<file path="src/rtl/cbwd_pkg.sv">
package cbwd_pkg;

    // ------------------------------------------------------------------
    // Register indices; the byte address is four times the index.
    // ------------------------------------------------------------------
    localparam logic [7:0] CBWD_IDX_LAT_COUNT = 8'h1b;
    localparam logic [7:0] CBWD_IDX_MEM0_LO   = 8'h1c;
    localparam logic [7:0] CBWD_IDX_MEM0_HI   = 8'h20;
    localparam logic [7:0] CBWD_IDX_MEM1_LO   = 8'h24;
    localparam logic [7:0] CBWD_IDX_MEM1_HI   = 8'h28;
    localparam logic [7:0] CBWD_IDX_IO0_LO    = 8'h2c;
    localparam logic [7:0] CBWD_IDX_IO0_HI    = 8'h30;
    localparam logic [7:0] CBWD_IDX_IO1_LO    = 8'h34;
    localparam logic [7:0] CBWD_IDX_IO1_HI    = 8'h38;
    localparam logic [7:0] CBWD_IDX_IRQ_LINE  = 8'h3c;
    localparam logic [7:0] CBWD_IDX_BRIDGE    = 8'h3e;
    localparam logic [7:0] CBWD_IDX_LAT_STAT  = 8'h40;

    localparam int CBWD_ADDR_W = 12;

    // ------------------------------------------------------------------
    // Writable bit masks and reset values.
    // ------------------------------------------------------------------
    localparam logic [31:0] CBWD_MEM_WMASK    = 32'hfffff000;
    localparam logic [31:0] CBWD_IO_WMASK     = 32'h0000fffc;
    localparam logic [31:0] CBWD_BYTE_WMASK   = 32'h000000ff;
    localparam logic [31:0] CBWD_BRIDGE_WMASK = 32'h00000300;
    localparam logic [31:0] CBWD_MEM_LOW_ONES = 32'h00000fff;
    localparam logic [31:0] CBWD_IO_LOW_ONES  = 32'h00000003;
    localparam logic [31:0] CBWD_IO_PAGE_MASK = 32'hffff0000;
    localparam logic [7:0]  CBWD_LAT_RESET    = 8'h00;
    localparam logic [7:0]  CBWD_IRQ_RESET    = 8'hff;
    localparam logic [31:0] CBWD_WIN_RESET    = 32'h00000000;
    localparam int          CBWD_PF0_BIT      = 8;
    localparam int          CBWD_PF1_BIT      = 9;
    localparam logic [1:0]  CBWD_PF_RESET     = 2'b11;

    localparam logic [1:0]  CBWD_RESP_OKAY    = 2'b00;
    localparam logic [1:0]  CBWD_RESP_SLVERR  = 2'b10;

    localparam int CBWD_BUF_DEPTH = 2;
    // Result word: fwd, hit, window index, is_io, prefetchable.
    localparam int CBWD_RES_W     = 5;

endpackage : cbwd_pkg

</file>
<file path="src/rtl/cbwd_top.sv">
`timescale 1ns/100ps
`default_nettype none

// ----------------------------------------------------------------------
// Shift buffer: the head always sits in a flip-flop.
// ----------------------------------------------------------------------
module cbwd_fifo #(
    parameter int WIDTH = 5,
    parameter int DEPTH = 2
) (
    input  wire logic             clk_sys_i,
    input  wire logic             rst_i,
    input  wire logic             in_valid_i,
    output logic                  in_ready_o,
    input  wire logic [WIDTH-1:0] in_data_i,
    output logic                  out_valid_o,
    input  wire logic             out_ready_i,
    output logic      [WIDTH-1:0] out_data_o
);
    logic [WIDTH-1:0] slot [DEPTH];
    logic [DEPTH:0]   fill;
    logic             push;
    logic             pop;
    logic [DEPTH:0]   next_fill;

    assign push       = in_valid_i && in_ready_o;
    assign pop        = out_valid_o && out_ready_i;
    assign next_fill  = fill + (DEPTH+1)'(push) - (DEPTH+1)'(pop);
    assign out_data_o = slot[0];

    always_ff @(posedge clk_sys_i)
    begin
        if (rst_i)
        begin
            fill        <= '0;
            in_ready_o  <= 1'b1;
            out_valid_o <= 1'b0;
        end
        else
        begin
            fill        <= next_fill;
            in_ready_o  <= next_fill != (DEPTH+1)'(DEPTH);
            out_valid_o <= next_fill != '0;
        end
    end

    always_ff @(posedge clk_sys_i)
    begin
        for (int i = 0; i < DEPTH; i++)
        begin
            if (push && (int'(pop ? fill - 1'b1 : fill) == i))
                slot[i] <= in_data_i;
            else if (pop && i < DEPTH-1)
                slot[i] <= slot[i+1];
        end
    end
endmodule : cbwd_fifo

// ----------------------------------------------------------------------
// Top level.
// ----------------------------------------------------------------------
module cbwd_top
    import cbwd_pkg::*;
(
    input  wire logic                   clk_sys_i,
    input  wire logic                   rst_i,
    // AXI4-Lite register slave.
    input  wire logic [CBWD_ADDR_W-1:0] s_axi_awaddr_i,
    input  wire logic                   s_axi_awvalid_i,
    output logic                        s_axi_awready_o,
    input  wire logic [31:0]            s_axi_wdata_i,
    input  wire logic [3:0]             s_axi_wstrb_i,
    input  wire logic                   s_axi_wvalid_i,
    output logic                        s_axi_wready_o,
    output logic [1:0]                  s_axi_bresp_o,
    output logic                        s_axi_bvalid_o,
    input  wire logic                   s_axi_bready_i,
    input  wire logic [CBWD_ADDR_W-1:0] s_axi_araddr_i,
    input  wire logic                   s_axi_arvalid_i,
    output logic                        s_axi_arready_o,
    output logic [31:0]                 s_axi_rdata_o,
    output logic [1:0]                  s_axi_rresp_o,
    output logic                        s_axi_rvalid_o,
    input  wire logic                   s_axi_rready_i,
    // Address decode requests.
    input  wire logic                   dec_valid_i,
    output logic                        dec_ready_o,
    input  wire logic [31:0]            dec_addr_i,
    input  wire logic                   dec_is_io_i,
    input  wire logic                   dec_from_card_i,
    // Decode results: {fwd, hit, window, is_io, prefetchable}.
    output logic                        res_valid_o,
    input  wire logic                   res_ready_i,
    output logic [CBWD_RES_W-1:0]       res_data_o,
    // CardBus initiator side; tick is one pulse per CardBus clock.
    input  wire logic                   cb_tick_i,
    input  wire logic                   cb_frame_start_i,
    input  wire logic                   cb_data_done_i,
    input  wire logic                   cb_txn_end_i,
    output logic                        cb_terminate_o
);

    // ------------------------------------------------------------------
    // Register storage.
    // ------------------------------------------------------------------
    logic [31:0] mem_lo [2];
    logic [31:0] mem_hi [2];
    logic [31:0] io_lo  [2];
    logic [31:0] io_hi  [2];
    logic [7:0]  lat_value;
    logic [7:0]  irq_line;
    logic [1:0]  window_prefetchable;
    logic [7:0]  lat_count;
    logic        lat_active;
    logic        lat_expired;

    // ------------------------------------------------------------------
    // AXI4-Lite write path.
    // ------------------------------------------------------------------
    logic [CBWD_ADDR_W-1:0] aw_addr;
    logic [31:0]            w_data;
    logic [3:0]             w_strb;
    logic                   aw_have;
    logic                   w_have;
    logic                   do_write;
    logic [7:0]             w_idx;
    logic                   w_map;

    assign do_write = aw_have && w_have && !s_axi_bvalid_o;
    assign w_idx    = aw_addr[9:2];

    function automatic logic [31:0] merge(input logic [31:0] old, input logic [31:0] data,
                                          input logic [3:0] strb, input logic [31:0] wmask);
        logic [31:0] be;
        be = {{8{strb[3]}}, {8{strb[2]}}, {8{strb[1]}}, {8{strb[0]}}};
        merge = (old & ~(be & wmask)) | (data & be & wmask);
    endfunction : merge

    function automatic logic mapped(input logic [CBWD_ADDR_W-1:0] a);
        logic [7:0] i;
        i = a[9:2];
        mapped = (a[CBWD_ADDR_W-1:10] == '0) && (a[1:0] == 2'b00) &&
                 (i == CBWD_IDX_LAT_COUNT || i == CBWD_IDX_MEM0_LO || i == CBWD_IDX_MEM0_HI ||
                  i == CBWD_IDX_MEM1_LO || i == CBWD_IDX_MEM1_HI || i == CBWD_IDX_IO0_LO ||
                  i == CBWD_IDX_IO0_HI || i == CBWD_IDX_IO1_LO || i == CBWD_IDX_IO1_HI ||
                  i == CBWD_IDX_IRQ_LINE || i == CBWD_IDX_BRIDGE || i == CBWD_IDX_LAT_STAT);
    endfunction : mapped

    assign w_map = mapped(aw_addr);

    always_ff @(posedge clk_sys_i)
    begin
        if (rst_i)
        begin
            aw_have         <= 1'b0;
            w_have          <= 1'b0;
            s_axi_awready_o <= 1'b1;
            s_axi_wready_o  <= 1'b1;
            s_axi_bvalid_o  <= 1'b0;
            s_axi_bresp_o   <= CBWD_RESP_OKAY;
            aw_addr         <= '0;
            w_data          <= '0;
            w_strb          <= '0;
        end
        else
        begin
            if (s_axi_awvalid_i && s_axi_awready_o)
            begin
                aw_addr         <= s_axi_awaddr_i;
                aw_have         <= 1'b1;
                s_axi_awready_o <= 1'b0;
            end
            if (s_axi_wvalid_i && s_axi_wready_o)
            begin
                w_data         <= s_axi_wdata_i;
                w_strb         <= s_axi_wstrb_i;
                w_have         <= 1'b1;
                s_axi_wready_o <= 1'b0;
            end
            if (do_write)
            begin
                s_axi_bvalid_o <= 1'b1;
                s_axi_bresp_o  <= w_map ? CBWD_RESP_OKAY : CBWD_RESP_SLVERR;
            end
            if (s_axi_bvalid_o && s_axi_bready_i)
            begin
                s_axi_bvalid_o  <= 1'b0;
                aw_have         <= 1'b0;
                w_have          <= 1'b0;
                s_axi_awready_o <= 1'b1;
                s_axi_wready_o  <= 1'b1;
            end
        end
    end

    // Only writable positions are touched, so read-only bits keep zero.
    always_ff @(posedge clk_sys_i)
    begin
        if (rst_i)
        begin
            for (int k = 0; k < 2; k++)
            begin
                mem_lo[k] <= CBWD_WIN_RESET;
                mem_hi[k] <= CBWD_WIN_RESET;
                io_lo[k]  <= CBWD_WIN_RESET;
                io_hi[k]  <= CBWD_WIN_RESET;
            end
            lat_value           <= CBWD_LAT_RESET;
            irq_line            <= CBWD_IRQ_RESET;
            window_prefetchable <= CBWD_PF_RESET;
        end
        else if (do_write && w_map)
        begin
            case (w_idx)
                CBWD_IDX_LAT_COUNT: if (w_strb[0]) lat_value <= w_data[7:0];
                CBWD_IDX_MEM0_LO:   mem_lo[0] <= merge(mem_lo[0], w_data, w_strb, CBWD_MEM_WMASK);
                CBWD_IDX_MEM0_HI:   mem_hi[0] <= merge(mem_hi[0], w_data, w_strb, CBWD_MEM_WMASK);
                CBWD_IDX_MEM1_LO:   mem_lo[1] <= merge(mem_lo[1], w_data, w_strb, CBWD_MEM_WMASK);
                CBWD_IDX_MEM1_HI:   mem_hi[1] <= merge(mem_hi[1], w_data, w_strb, CBWD_MEM_WMASK);
                CBWD_IDX_IO0_LO:    io_lo[0]  <= merge(io_lo[0], w_data, w_strb, CBWD_IO_WMASK);
                CBWD_IDX_IO0_HI:    io_hi[0]  <= merge(io_hi[0], w_data, w_strb, CBWD_IO_WMASK);
                CBWD_IDX_IO1_LO:    io_lo[1]  <= merge(io_lo[1], w_data, w_strb, CBWD_IO_WMASK);
                CBWD_IDX_IO1_HI:    io_hi[1]  <= merge(io_hi[1], w_data, w_strb, CBWD_IO_WMASK);
                CBWD_IDX_IRQ_LINE:  if (w_strb[0]) irq_line <= w_data[7:0];
                CBWD_IDX_BRIDGE:
                begin
                    if (w_strb[1])
                        window_prefetchable <= w_data[CBWD_PF1_BIT:CBWD_PF0_BIT];
                end
                default: ;
            endcase
        end
    end

    // ------------------------------------------------------------------
    // AXI4-Lite read path.
    // ------------------------------------------------------------------
    function automatic logic [31:0] read_word(input logic [7:0] i);
        case (i)
            CBWD_IDX_LAT_COUNT: read_word = {24'h0, lat_value};
            CBWD_IDX_MEM0_LO:   read_word = mem_lo[0];
            CBWD_IDX_MEM0_HI:   read_word = mem_hi[0];
            CBWD_IDX_MEM1_LO:   read_word = mem_lo[1];
            CBWD_IDX_MEM1_HI:   read_word = mem_hi[1];
            CBWD_IDX_IO0_LO:    read_word = io_lo[0];
            CBWD_IDX_IO0_HI:    read_word = io_hi[0];
            CBWD_IDX_IO1_LO:    read_word = io_lo[1];
            CBWD_IDX_IO1_HI:    read_word = io_hi[1];
            CBWD_IDX_IRQ_LINE:  read_word = {24'h0, irq_line};
            CBWD_IDX_BRIDGE:    read_word = {22'h0, window_prefetchable, 8'h0};
            CBWD_IDX_LAT_STAT:  read_word = {22'h0, lat_expired, lat_active, lat_count};
            default:            read_word = 32'h0;
        endcase
    endfunction : read_word

    always_ff @(posedge clk_sys_i)
    begin
        if (rst_i)
        begin
            s_axi_arready_o <= 1'b1;
            s_axi_rvalid_o  <= 1'b0;
            s_axi_rdata_o   <= '0;
            s_axi_rresp_o   <= CBWD_RESP_OKAY;
        end
        else if (s_axi_arvalid_i && s_axi_arready_o)
        begin
            s_axi_arready_o <= 1'b0;
            s_axi_rvalid_o  <= 1'b1;
            s_axi_rdata_o   <= mapped(s_axi_araddr_i) ? read_word(s_axi_araddr_i[9:2]) : 32'h0;
            s_axi_rresp_o   <= mapped(s_axi_araddr_i) ? CBWD_RESP_OKAY : CBWD_RESP_SLVERR;
        end
        else if (s_axi_rvalid_o && s_axi_rready_i)
        begin
            s_axi_rvalid_o  <= 1'b0;
            s_axi_arready_o <= 1'b1;
        end
    end

    // ------------------------------------------------------------------
    // Window decode.
    // ------------------------------------------------------------------
    logic [1:0]            mem_hit;
    logic [1:0]            io_hit;
    logic                  any_hit;
    logic                  hit_win;
    logic                  hit_pf;
    logic [CBWD_RES_W-1:0] next_res;

    always_comb
    begin
        for (int k = 0; k < 2; k++)
        begin
            mem_hit[k] = ((mem_lo[k] | mem_hi[k]) != '0) &&
                         dec_addr_i >= mem_lo[k] &&
                         dec_addr_i <= (mem_hi[k] | CBWD_MEM_LOW_ONES);
            io_hit[k]  = ((io_lo[k] | io_hi[k]) != '0) &&
                         (dec_addr_i & CBWD_IO_PAGE_MASK) == (io_lo[k] & CBWD_IO_PAGE_MASK) &&
                         dec_addr_i >= io_lo[k] &&
                         dec_addr_i <= (io_hi[k] | CBWD_IO_LOW_ONES);
        end
        any_hit = dec_is_io_i ? |io_hit : |mem_hit;
        hit_win = dec_is_io_i ? (!io_hit[0] && io_hit[1]) : (!mem_hit[0] && mem_hit[1]);
        hit_pf  = !dec_is_io_i && any_hit && window_prefetchable[hit_win];
        // Host cycles cross when they hit; card cycles cross upstream when they miss.
        next_res = {any_hit ^ dec_from_card_i, any_hit, hit_win, dec_is_io_i, hit_pf};
    end

    cbwd_fifo #(
        .WIDTH (CBWD_RES_W),
        .DEPTH (CBWD_BUF_DEPTH)
    ) u_res_buf (
        .clk_sys_i   (clk_sys_i),
        .rst_i       (rst_i),
        .in_valid_i  (dec_valid_i),
        .in_ready_o  (dec_ready_o),
        .in_data_i   (next_res),
        .out_valid_o (res_valid_o),
        .out_ready_i (res_ready_i),
        .out_data_o  (res_data_o)
    );

    // ------------------------------------------------------------------
    // Secondary_latency_count. Small settings expire quickly, which is why
    // software should keep it at 20h or above.
    // ------------------------------------------------------------------
    always_ff @(posedge clk_sys_i)
    begin
        if (rst_i)
        begin
            lat_count      <= '0;
            lat_active     <= 1'b0;
            lat_expired    <= 1'b0;
            cb_terminate_o <= 1'b0;
        end
        else
        begin
            cb_terminate_o <= 1'b0;
            if (cb_frame_start_i)
            begin
                lat_count   <= lat_value;
                lat_active  <= 1'b1;
                lat_expired <= lat_value == 8'h00;
            end
            else if (lat_active && cb_txn_end_i)
            begin
                lat_active  <= 1'b0;
                lat_expired <= 1'b0;
            end
            else if (lat_active && lat_expired && cb_data_done_i)
            begin
                cb_terminate_o <= 1'b1;
                lat_active     <= 1'b0;
                lat_expired    <= 1'b0;
            end
            else if (lat_active && cb_tick_i && lat_count != 8'h00)
            begin
                lat_count <= lat_count - 8'h01;
                if (lat_count == 8'h01)
                    lat_expired <= 1'b1;
            end
        end
    end
endmodule : cbwd_top

`default_nettype wire

</file>
<file path="config.mk">
export PLATFORM = sky130hd
export DESIGN_NAME = cbwd_top
export DESIGN_NICKNAME = d
export VERILOG_FILES = /design/src/rtl/cbwd_pkg.sv /design/src/rtl/cbwd_top.sv
export SDC_FILE = /design/constraint.sdc
export NUM_CORES = 1
export LEC_CHECK = 0
export ABC_AREA = 0
export BUFFER_PORTS_ARGS = -buffer_cell sky130_fd_sc_hd__buf_2
export CORE_MARGIN = 10
export CORE_UTILIZATION = 55
export CTS_BUF_LIST = sky130_fd_sc_hd__clkbuf_8
export DETAILED_ROUTE_END_ITERATION = 16
export MAX_ROUTING_LAYER = met4
export PLACE_DENSITY = 0.76
export SYNTH_ARGS = -nofsm -noshare
export SYNTH_HDL_FRONTEND = slang
export SYNTH_SLANG_ARGS = --single-unit
</file>
<file path="constraint.sdc">
create_clock -name clk_sys_i -period 3.7 [get_ports clk_sys_i]
set_input_delay 0.185 -clock clk_sys_i [delete_from_list [all_inputs] [get_ports clk_sys_i]]
set_output_delay 0.185 -clock clk_sys_i [all_outputs]
set_load 0.005 [all_outputs]
</file>
==> impl_metrics.yaml, run 1 <==
logic_synthesis:
  synth_edf_count: 146
  ys_warn_count: 0
  yosys_most_used_dff: "edfxtp_1"
  ys_seq_elements: 269
  synth_compound_area_frac: 0.179
  synthXorXnorAreaFrac: 0.00383
  synthCells: 1798
  synth_top_area_share: 0.274
  synth-async-reset-ratio: 0
  ys_top_cells_by_area: "edfxtp_1, dfxtp_1, ha_1"
  synthSimpleGateAreaFrac: 0.201
  ys_types: 63
  synth_top_family_by_area: "simple AND/OR/NAND/NOR gates"
  syn_avg_cell_area_um2: 8.90
  yosys.area.top_type: "edfxtp_1"
  synthAdderAreaFrac: 0.113
  muxShareOfSynthArea: 0.0138
  syn-cell-area_mm2: 0.0160
  yosysSeqAreaShare: 0.428
placement:
  place_ws_ns: 0.784
  placed_cell_area_mm2: 0.0171
  io_buffers: 153
  place_congestion: 1.01
  dp_hpwl_um: 37300
  placed_cells_incl_taps: 2272
layout:
  final_common_cell: "nand2_1"
  stdcell_count: 2418
  nNetsFinal: 2245
  stdcell_area_mm2: 0.0186
  drive_gt1_frac: 0.142
  syn2layout_area_growth_pct: 16.5
  fillers: 2439
  mostFrequentLayoutCells: "nand2_1, inv_1, a21oi_1"
timing:
  max_freq_mhz: 331
  clock_skew_ns: 0.0217
  relSlewSlack: 0.290
  layout_setup_ws_ns: 0.678
  final.setup.tns_ns: 0
  hold_viol: 0
  slew_viol_final: 0
  rsz0062_at_grt: "no"
  hold_slack_ns: 0.0265
  min_period_over_period: 0.817
  final-setup-viol-count: 0
  tightest_slew_ns: 1.06
  finalCriticalPeriod_ns: 3.02
run_status:
  status: "finished clean"
drt:
  ant_nets: 0
  drt_iter0_drc: 1881
  num_vias: 14900
  remaining_drc_errors: 0
  wl_um: 52800
  viasPerCell: 6.17
  dr.pass1.iters: 8
  wl_per_cell_um: 21.8
clocking:
  cts_max_level: 2
  cts_made_buffers: 47
  cts-root-buf: "clkbuf_8"
  cts_tree: "done"
  clk-insertion-delay-late_ns: 0.58
  cts.repair.resized: 0
  cts_setup_buffers: 0
  clk_pin_slew_worst_paths_ns: 0.06
  clkSinkCount: 269
  clockBufferDepth: 3
worst_setup_path:
  cp_top_family: "compound AO/OA/AOI/OAI gates"
  max_stage_delay_ns: 0.45
  crit_slowest_cell: "edfxtp_1"
  cpMostUsedCell: "and4_1"
  cp-start-kind: "flip-flop"
  cp_cell_sequence: "inv_1 -> ha_1 -> and4_1 -> and4_1 -> a221oi_1 -> o211ai_1 -> a21oi_1 -> o21ai_0 -> mux2i_1 -> o31ai_1"
  critPathBufInv: 1
  cp.arrival_ns: 3.33
  worstSetupEndpointType: "flip-flop"
  crit_required_ns: 4.00
  crit_fanout: 3
  critPathKind: "reg -> reg"
floorplanning:
  ios: 156
  num_rows: 62
  dieArea_mm2: 0.0363
  dieWidth_um: 191
  core_area_mm2: 0.0287
  start_util: 0.558
  die_height_um: 191
power_and_ir_drop:
  vdd_ir_drop_max_uv: 286
  cellPowerDensity_mw_per_mm2: 396
  p_leak_nw: 7.92
worst_hold_path:
  hold_class: "in -> reg"
global_route:
  grt_max_degree: 67
  grt_pass1_vias: 14400
  grt-ovfl-total: 0
  grt_pass1_wl_um: 81200
  grt.total_usage: 0.289
  antenna_found_initial: 1
flow_run:
  drv_cap: 0
[layer usage]
metal  global-route usage  vias up  part of all wire
met2                0.423      919              0.43
met5                    -        -                 0
met3               0.0636      114              0.12
li1                     -     6892                 -
met4               0.0800        0             0.026
met1                0.395     6985              0.42
[path summary, 6_finish.rpt]
path	start	end	slack, ns	depth (start not counted)
worst max register to register	mem_hi[0][17]	u_res_buf.slot[0][0]	0.68	10
worst max-delay path	mem_hi[0][17]	u_res_buf.slot[0][0]	0.68	10
worst min register to register	w_data[27]	w_data[27]	0.46	2
worst min-delay path	s_axi_arvalid_i	s_axi_arready_o	0.03	3
[kinds of logic after synthesis]
| kind of cell | Yosys count |
|---|---|
| and+or+nand+nor | 626 |
| adders and majority gates | 144 |
| muxes | 22 |
| other | 1 |
| buffers and inverters | 248 |
| AOI/OAI and AO/OA | 481 |
| DFF | 269 |
| xor gates and xnor gates | 7 |
[worst min-delay path, delay by kind of cell]
kind                   cells  cell delay, ns
buffers and inverters      1            0.08
AND/OR/NAND/NOR            1            0.16
AO/OA/AOI/OAI              1            0.10
[stage by stage]
stage                     total power [mW]   util
after detailed placement              4.50  0.595
after global placement                4.47  0.595
after global routing                  7.69  0.650
final                                 7.39  0.650
after floorplan                       4.13      -
after CTS                             7.39  0.650
[flip-flops by register name, indices dropped and copies added (netlist names), 2 cells and up]
signal and count:
lat_count 8, io_lo 28, mem_lo 40, irq_line 8
u_res_buf.slot 10, io_hi 28, mem_hi 40, window_prefetchable 2
u_res_buf.fill 3, aw_addr 12, w_strb 4, lat_value 8
w_data 32, s_axi_rdata_o 32
[final cells by class]
cell class / count / area (um^2) / share of cell area
antenna: 2 / 5.00 / 0.000268
clock buffer: 60 / 826 / 0.0443
clock inverter: 27 / 166 / 0.00892
inverter: 155 / 582 / 0.0312
multi-input combinational: 1282 / 8190 / 0.439
sequential: 269 / 6850 / 0.367
tap: 384 / 480 / 0.0258
timing repair buffer: 239 / 1560 / 0.0835
[repair_timing]
action,in CTS,in global routing
hold buffers,57,0
endpoints found under the setup margin,0,0
hold endpoints to repair,58,0
[where the power goes]
part | leakage [nW] | total [mW] | internal [mW] | switching, mW
Clock | 0.564 | 2.87 | 1.60 | 1.27
Combinational | 4.85 | 1.06 | 0.419 | 0.646
Sequential | 2.50 | 3.46 | 3.32 | 0.136
[Yosys cell counts (all sizes together), types with 4 or more instances]
cell / n
nand2: 214
ha: 143
buf: 24
a221oi: 11
nand2b: 16
mux2i: 22
a22o: 6
dfxtp: 123
or4: 4
a21oi: 163
xnor2: 5
nor2: 94
a222oi: 8
and4: 12
o211ai: 4
clkbuf: 69
and2: 8
edfxtp: 146
a211oi: 9
and3: 68
nand4: 27
a21o: 11
a22oi: 65
nor2b: 74
nor3: 16
inv: 155
a31oi: 15
nand3: 28
o21a: 7
o21ai: 162
or3: 4
nor4: 48
Note: power is estimated with default switching activity, not from simulation.
==> run 2, diff against run 1 <==
==> constraint.sdc (replaced) <==
create_clock -name clk_sys_i -period 2.8 [get_ports clk_sys_i]
set_input_delay 0.14 -clock clk_sys_i [delete_from_list [all_inputs] [get_ports clk_sys_i]]
set_output_delay 0.14 -clock clk_sys_i [all_outputs]
set_load 0.005 [all_outputs]
==> run 2 against run 1 <==
Die area did not move. Sequential share of layout area fell by 1.4 points. Global-route usage rose by 0.96 points. Via count rose by 2.1%. First-iteration DRC count rose by 9.5%. Critical path depth did not move. Utilization rose by 2.5 points.
==> impl_metrics.yaml, run 2 (same netlist as run 1, synthesis figures left out) <==
clocking:
  cts_made_buffers: 46
  clockBufferDepth: 3
  cts_tree: "done"
  cts_max_level: 2
  cts-root-buf: "clkbuf_8"
  clk_pin_slew_worst_paths_ns: 0.06
  clkSinkCount: 269
  clk-insertion-delay-late_ns: 0.58
run_status:
  status: "finished clean"
flow_run:
  drv_cap: 0
timing:
  finalCriticalPeriod_ns: 2.73
  max_freq_mhz: 366
  slew_viol_final: 0
  final-setup-viol-count: 0
  final.setup.tns_ns: 0
  hold_slack_ns: 0.0270
  tightest_slew_ns: 0.819
  hold_viol: 0
  min_period_over_period: 0.976
  clock_skew_ns: 0.0258
  relSlewSlack: 0.446
floorplanning:
  num_rows: 62
  dieWidth_um: 191
  ios: 156
  start_util: 0.558
  dieArea_mm2: 0.0363
  core_area_mm2: 0.0287
  die_height_um: 191
power_and_ir_drop:
  p_leak_nw: 8.31
  p_total_mw: 9.97
  cellPowerDensity_mw_per_mm2: 515
  vdd_ir_drop_max_uv: 465
drt:
  drt_iter0_drc: 2059
  wl_um: 54000
  dr.pass1.iters: 8
  num_vias: 15200
  viasPerCell: 6.14
  dr.max_layer_used: "met4"
  wl_per_cell_um: 21.8
  met1_length_um: 22700
  wl_met2_um: 23400
  ant_nets: 0
  wl_met3_um: 6500
  remaining_drc_errors: 0
worst_setup_path:
  r2r_cells: 10
  r2r_slack_ns: 0.07
  reg2reg_to: "u_res_buf.slot[0][4]"
  timing.rr.start: "io_hi[0][15]"
  cp-start-kind: "flip-flop"
  crit_fanout: 3
  critPathKind: "reg -> reg"
  crit_required_ns: 3.11
  worstSetupEndpointType: "flip-flop"
  cp.arrival_ns: 3.04
global_route:
  grt.total_usage: 0.299
  antenna_found_initial: 0
  grt_pass1_vias: 14700
  grt_pass1_wl_um: 83300
  grt-ovfl-total: 0
  grt_max_degree: 59
layout:
  syn2layout_area_growth_pct: 21.1
  top_regs: "mem_hi: 40 flops, mem_lo: 40 flops"
  mostFrequentLayoutCells: "nand2_1, inv_1, a21oi_1"
  final_core_util: 0.675
  final_common_cell: "nand2_1"
  nNetsFinal: 2312
  diodes: 0
  drive_gt1_frac: 0.179
worst_hold_path:
  min_path_cells: 5
  hp-start: "cb_txn_end_i"
  hold_class: "in -> reg"
  min_to: "lat_active"
placement:
  dp_hpwl_um: 38600
  place_congestion: 1.03
  io_buffers: 153
## run 2: cell types whose count changed in the layout (fill, tap and decap cells not counted), moves of 5 or more
cell	delta
buf_12	+6
clkinv_2	-5
buf_4	+58
o21ai_0	-5
## run 2: worst max-delay path by stage
stage,startpoint,end,cells after the start
2_1_floorplan,aw_addr[3],mem_hi[0][12],8
3_3_place_gp,dec_addr_i[27],u_res_buf.slot[0][4],11
3_5_place_dp,dec_addr_i[24],u_res_buf.slot[0][4],11
4_1_cts,io_hi[0][15],u_res_buf.slot[0][4],12
5_1_grt,io_hi[0][5],u_res_buf.slot[0][4],11
6_report,io_hi[0][15],u_res_buf.slot[0][4],10
## run 2: critical path, cell delays in order, from the launching register on
cell and delay, ns:
edfxtp_1 0.42, buf_4 0.16, buf_4 0.13, nor4_1 0.46
nand4_1 0.22, o21ai_1 0.29, a221oi_4 0.08, buf_4 0.17
a22oi_1 0.23, and3_1 0.25, o31ai_2 0.06
## run 2: report_power, final
group	switching [mW]	internal [mW]
logic	0.887	0.615
clock network	1.69	2.22
registers	0.168	4.39
## run 2: timing repair
action / 4_1_cts / 5_1_grt
hold buffers: 61 / 0
hold endpoints to repair: 62 / 0
pin swaps: 0 / 7
gates resized for setup: 2 / 29
setup endpoints to repair: 4 / 7
setup buffers: 0 / 18
## run 2: area by class of cell
class / instances / area (um^2)
well taps: 384 / 480
clock buffers: 61 / 840
clock inverters: 23 / 178
repair buffers: 307 / 2150
flip-flops and latches: 269 / 6850
fillers: 2345 / 9330
multi-input cells: 1282 / 8290
inverters: 155 / 582
## run 2: metal layers
metal | GRT usage | up-vias
met5 | - | -
met4 | 0.0854 | 0
met3 | 0.0644 | 122
met2 | 0.438 | 883
met1 | 0.408 | 7188
li1 | - | 7031
## run 2: stage by stage
step	cell area, um^2	setup WS (ns)	cells
floorplan	16000	0.0683	1799
global placement	17500	-0.121	2318
detailed placement	17500	-0.109	2318
CTS	19100	0.0375	2463
global route	19400	-0.0609	2481
finish	19400	0.0663	2481
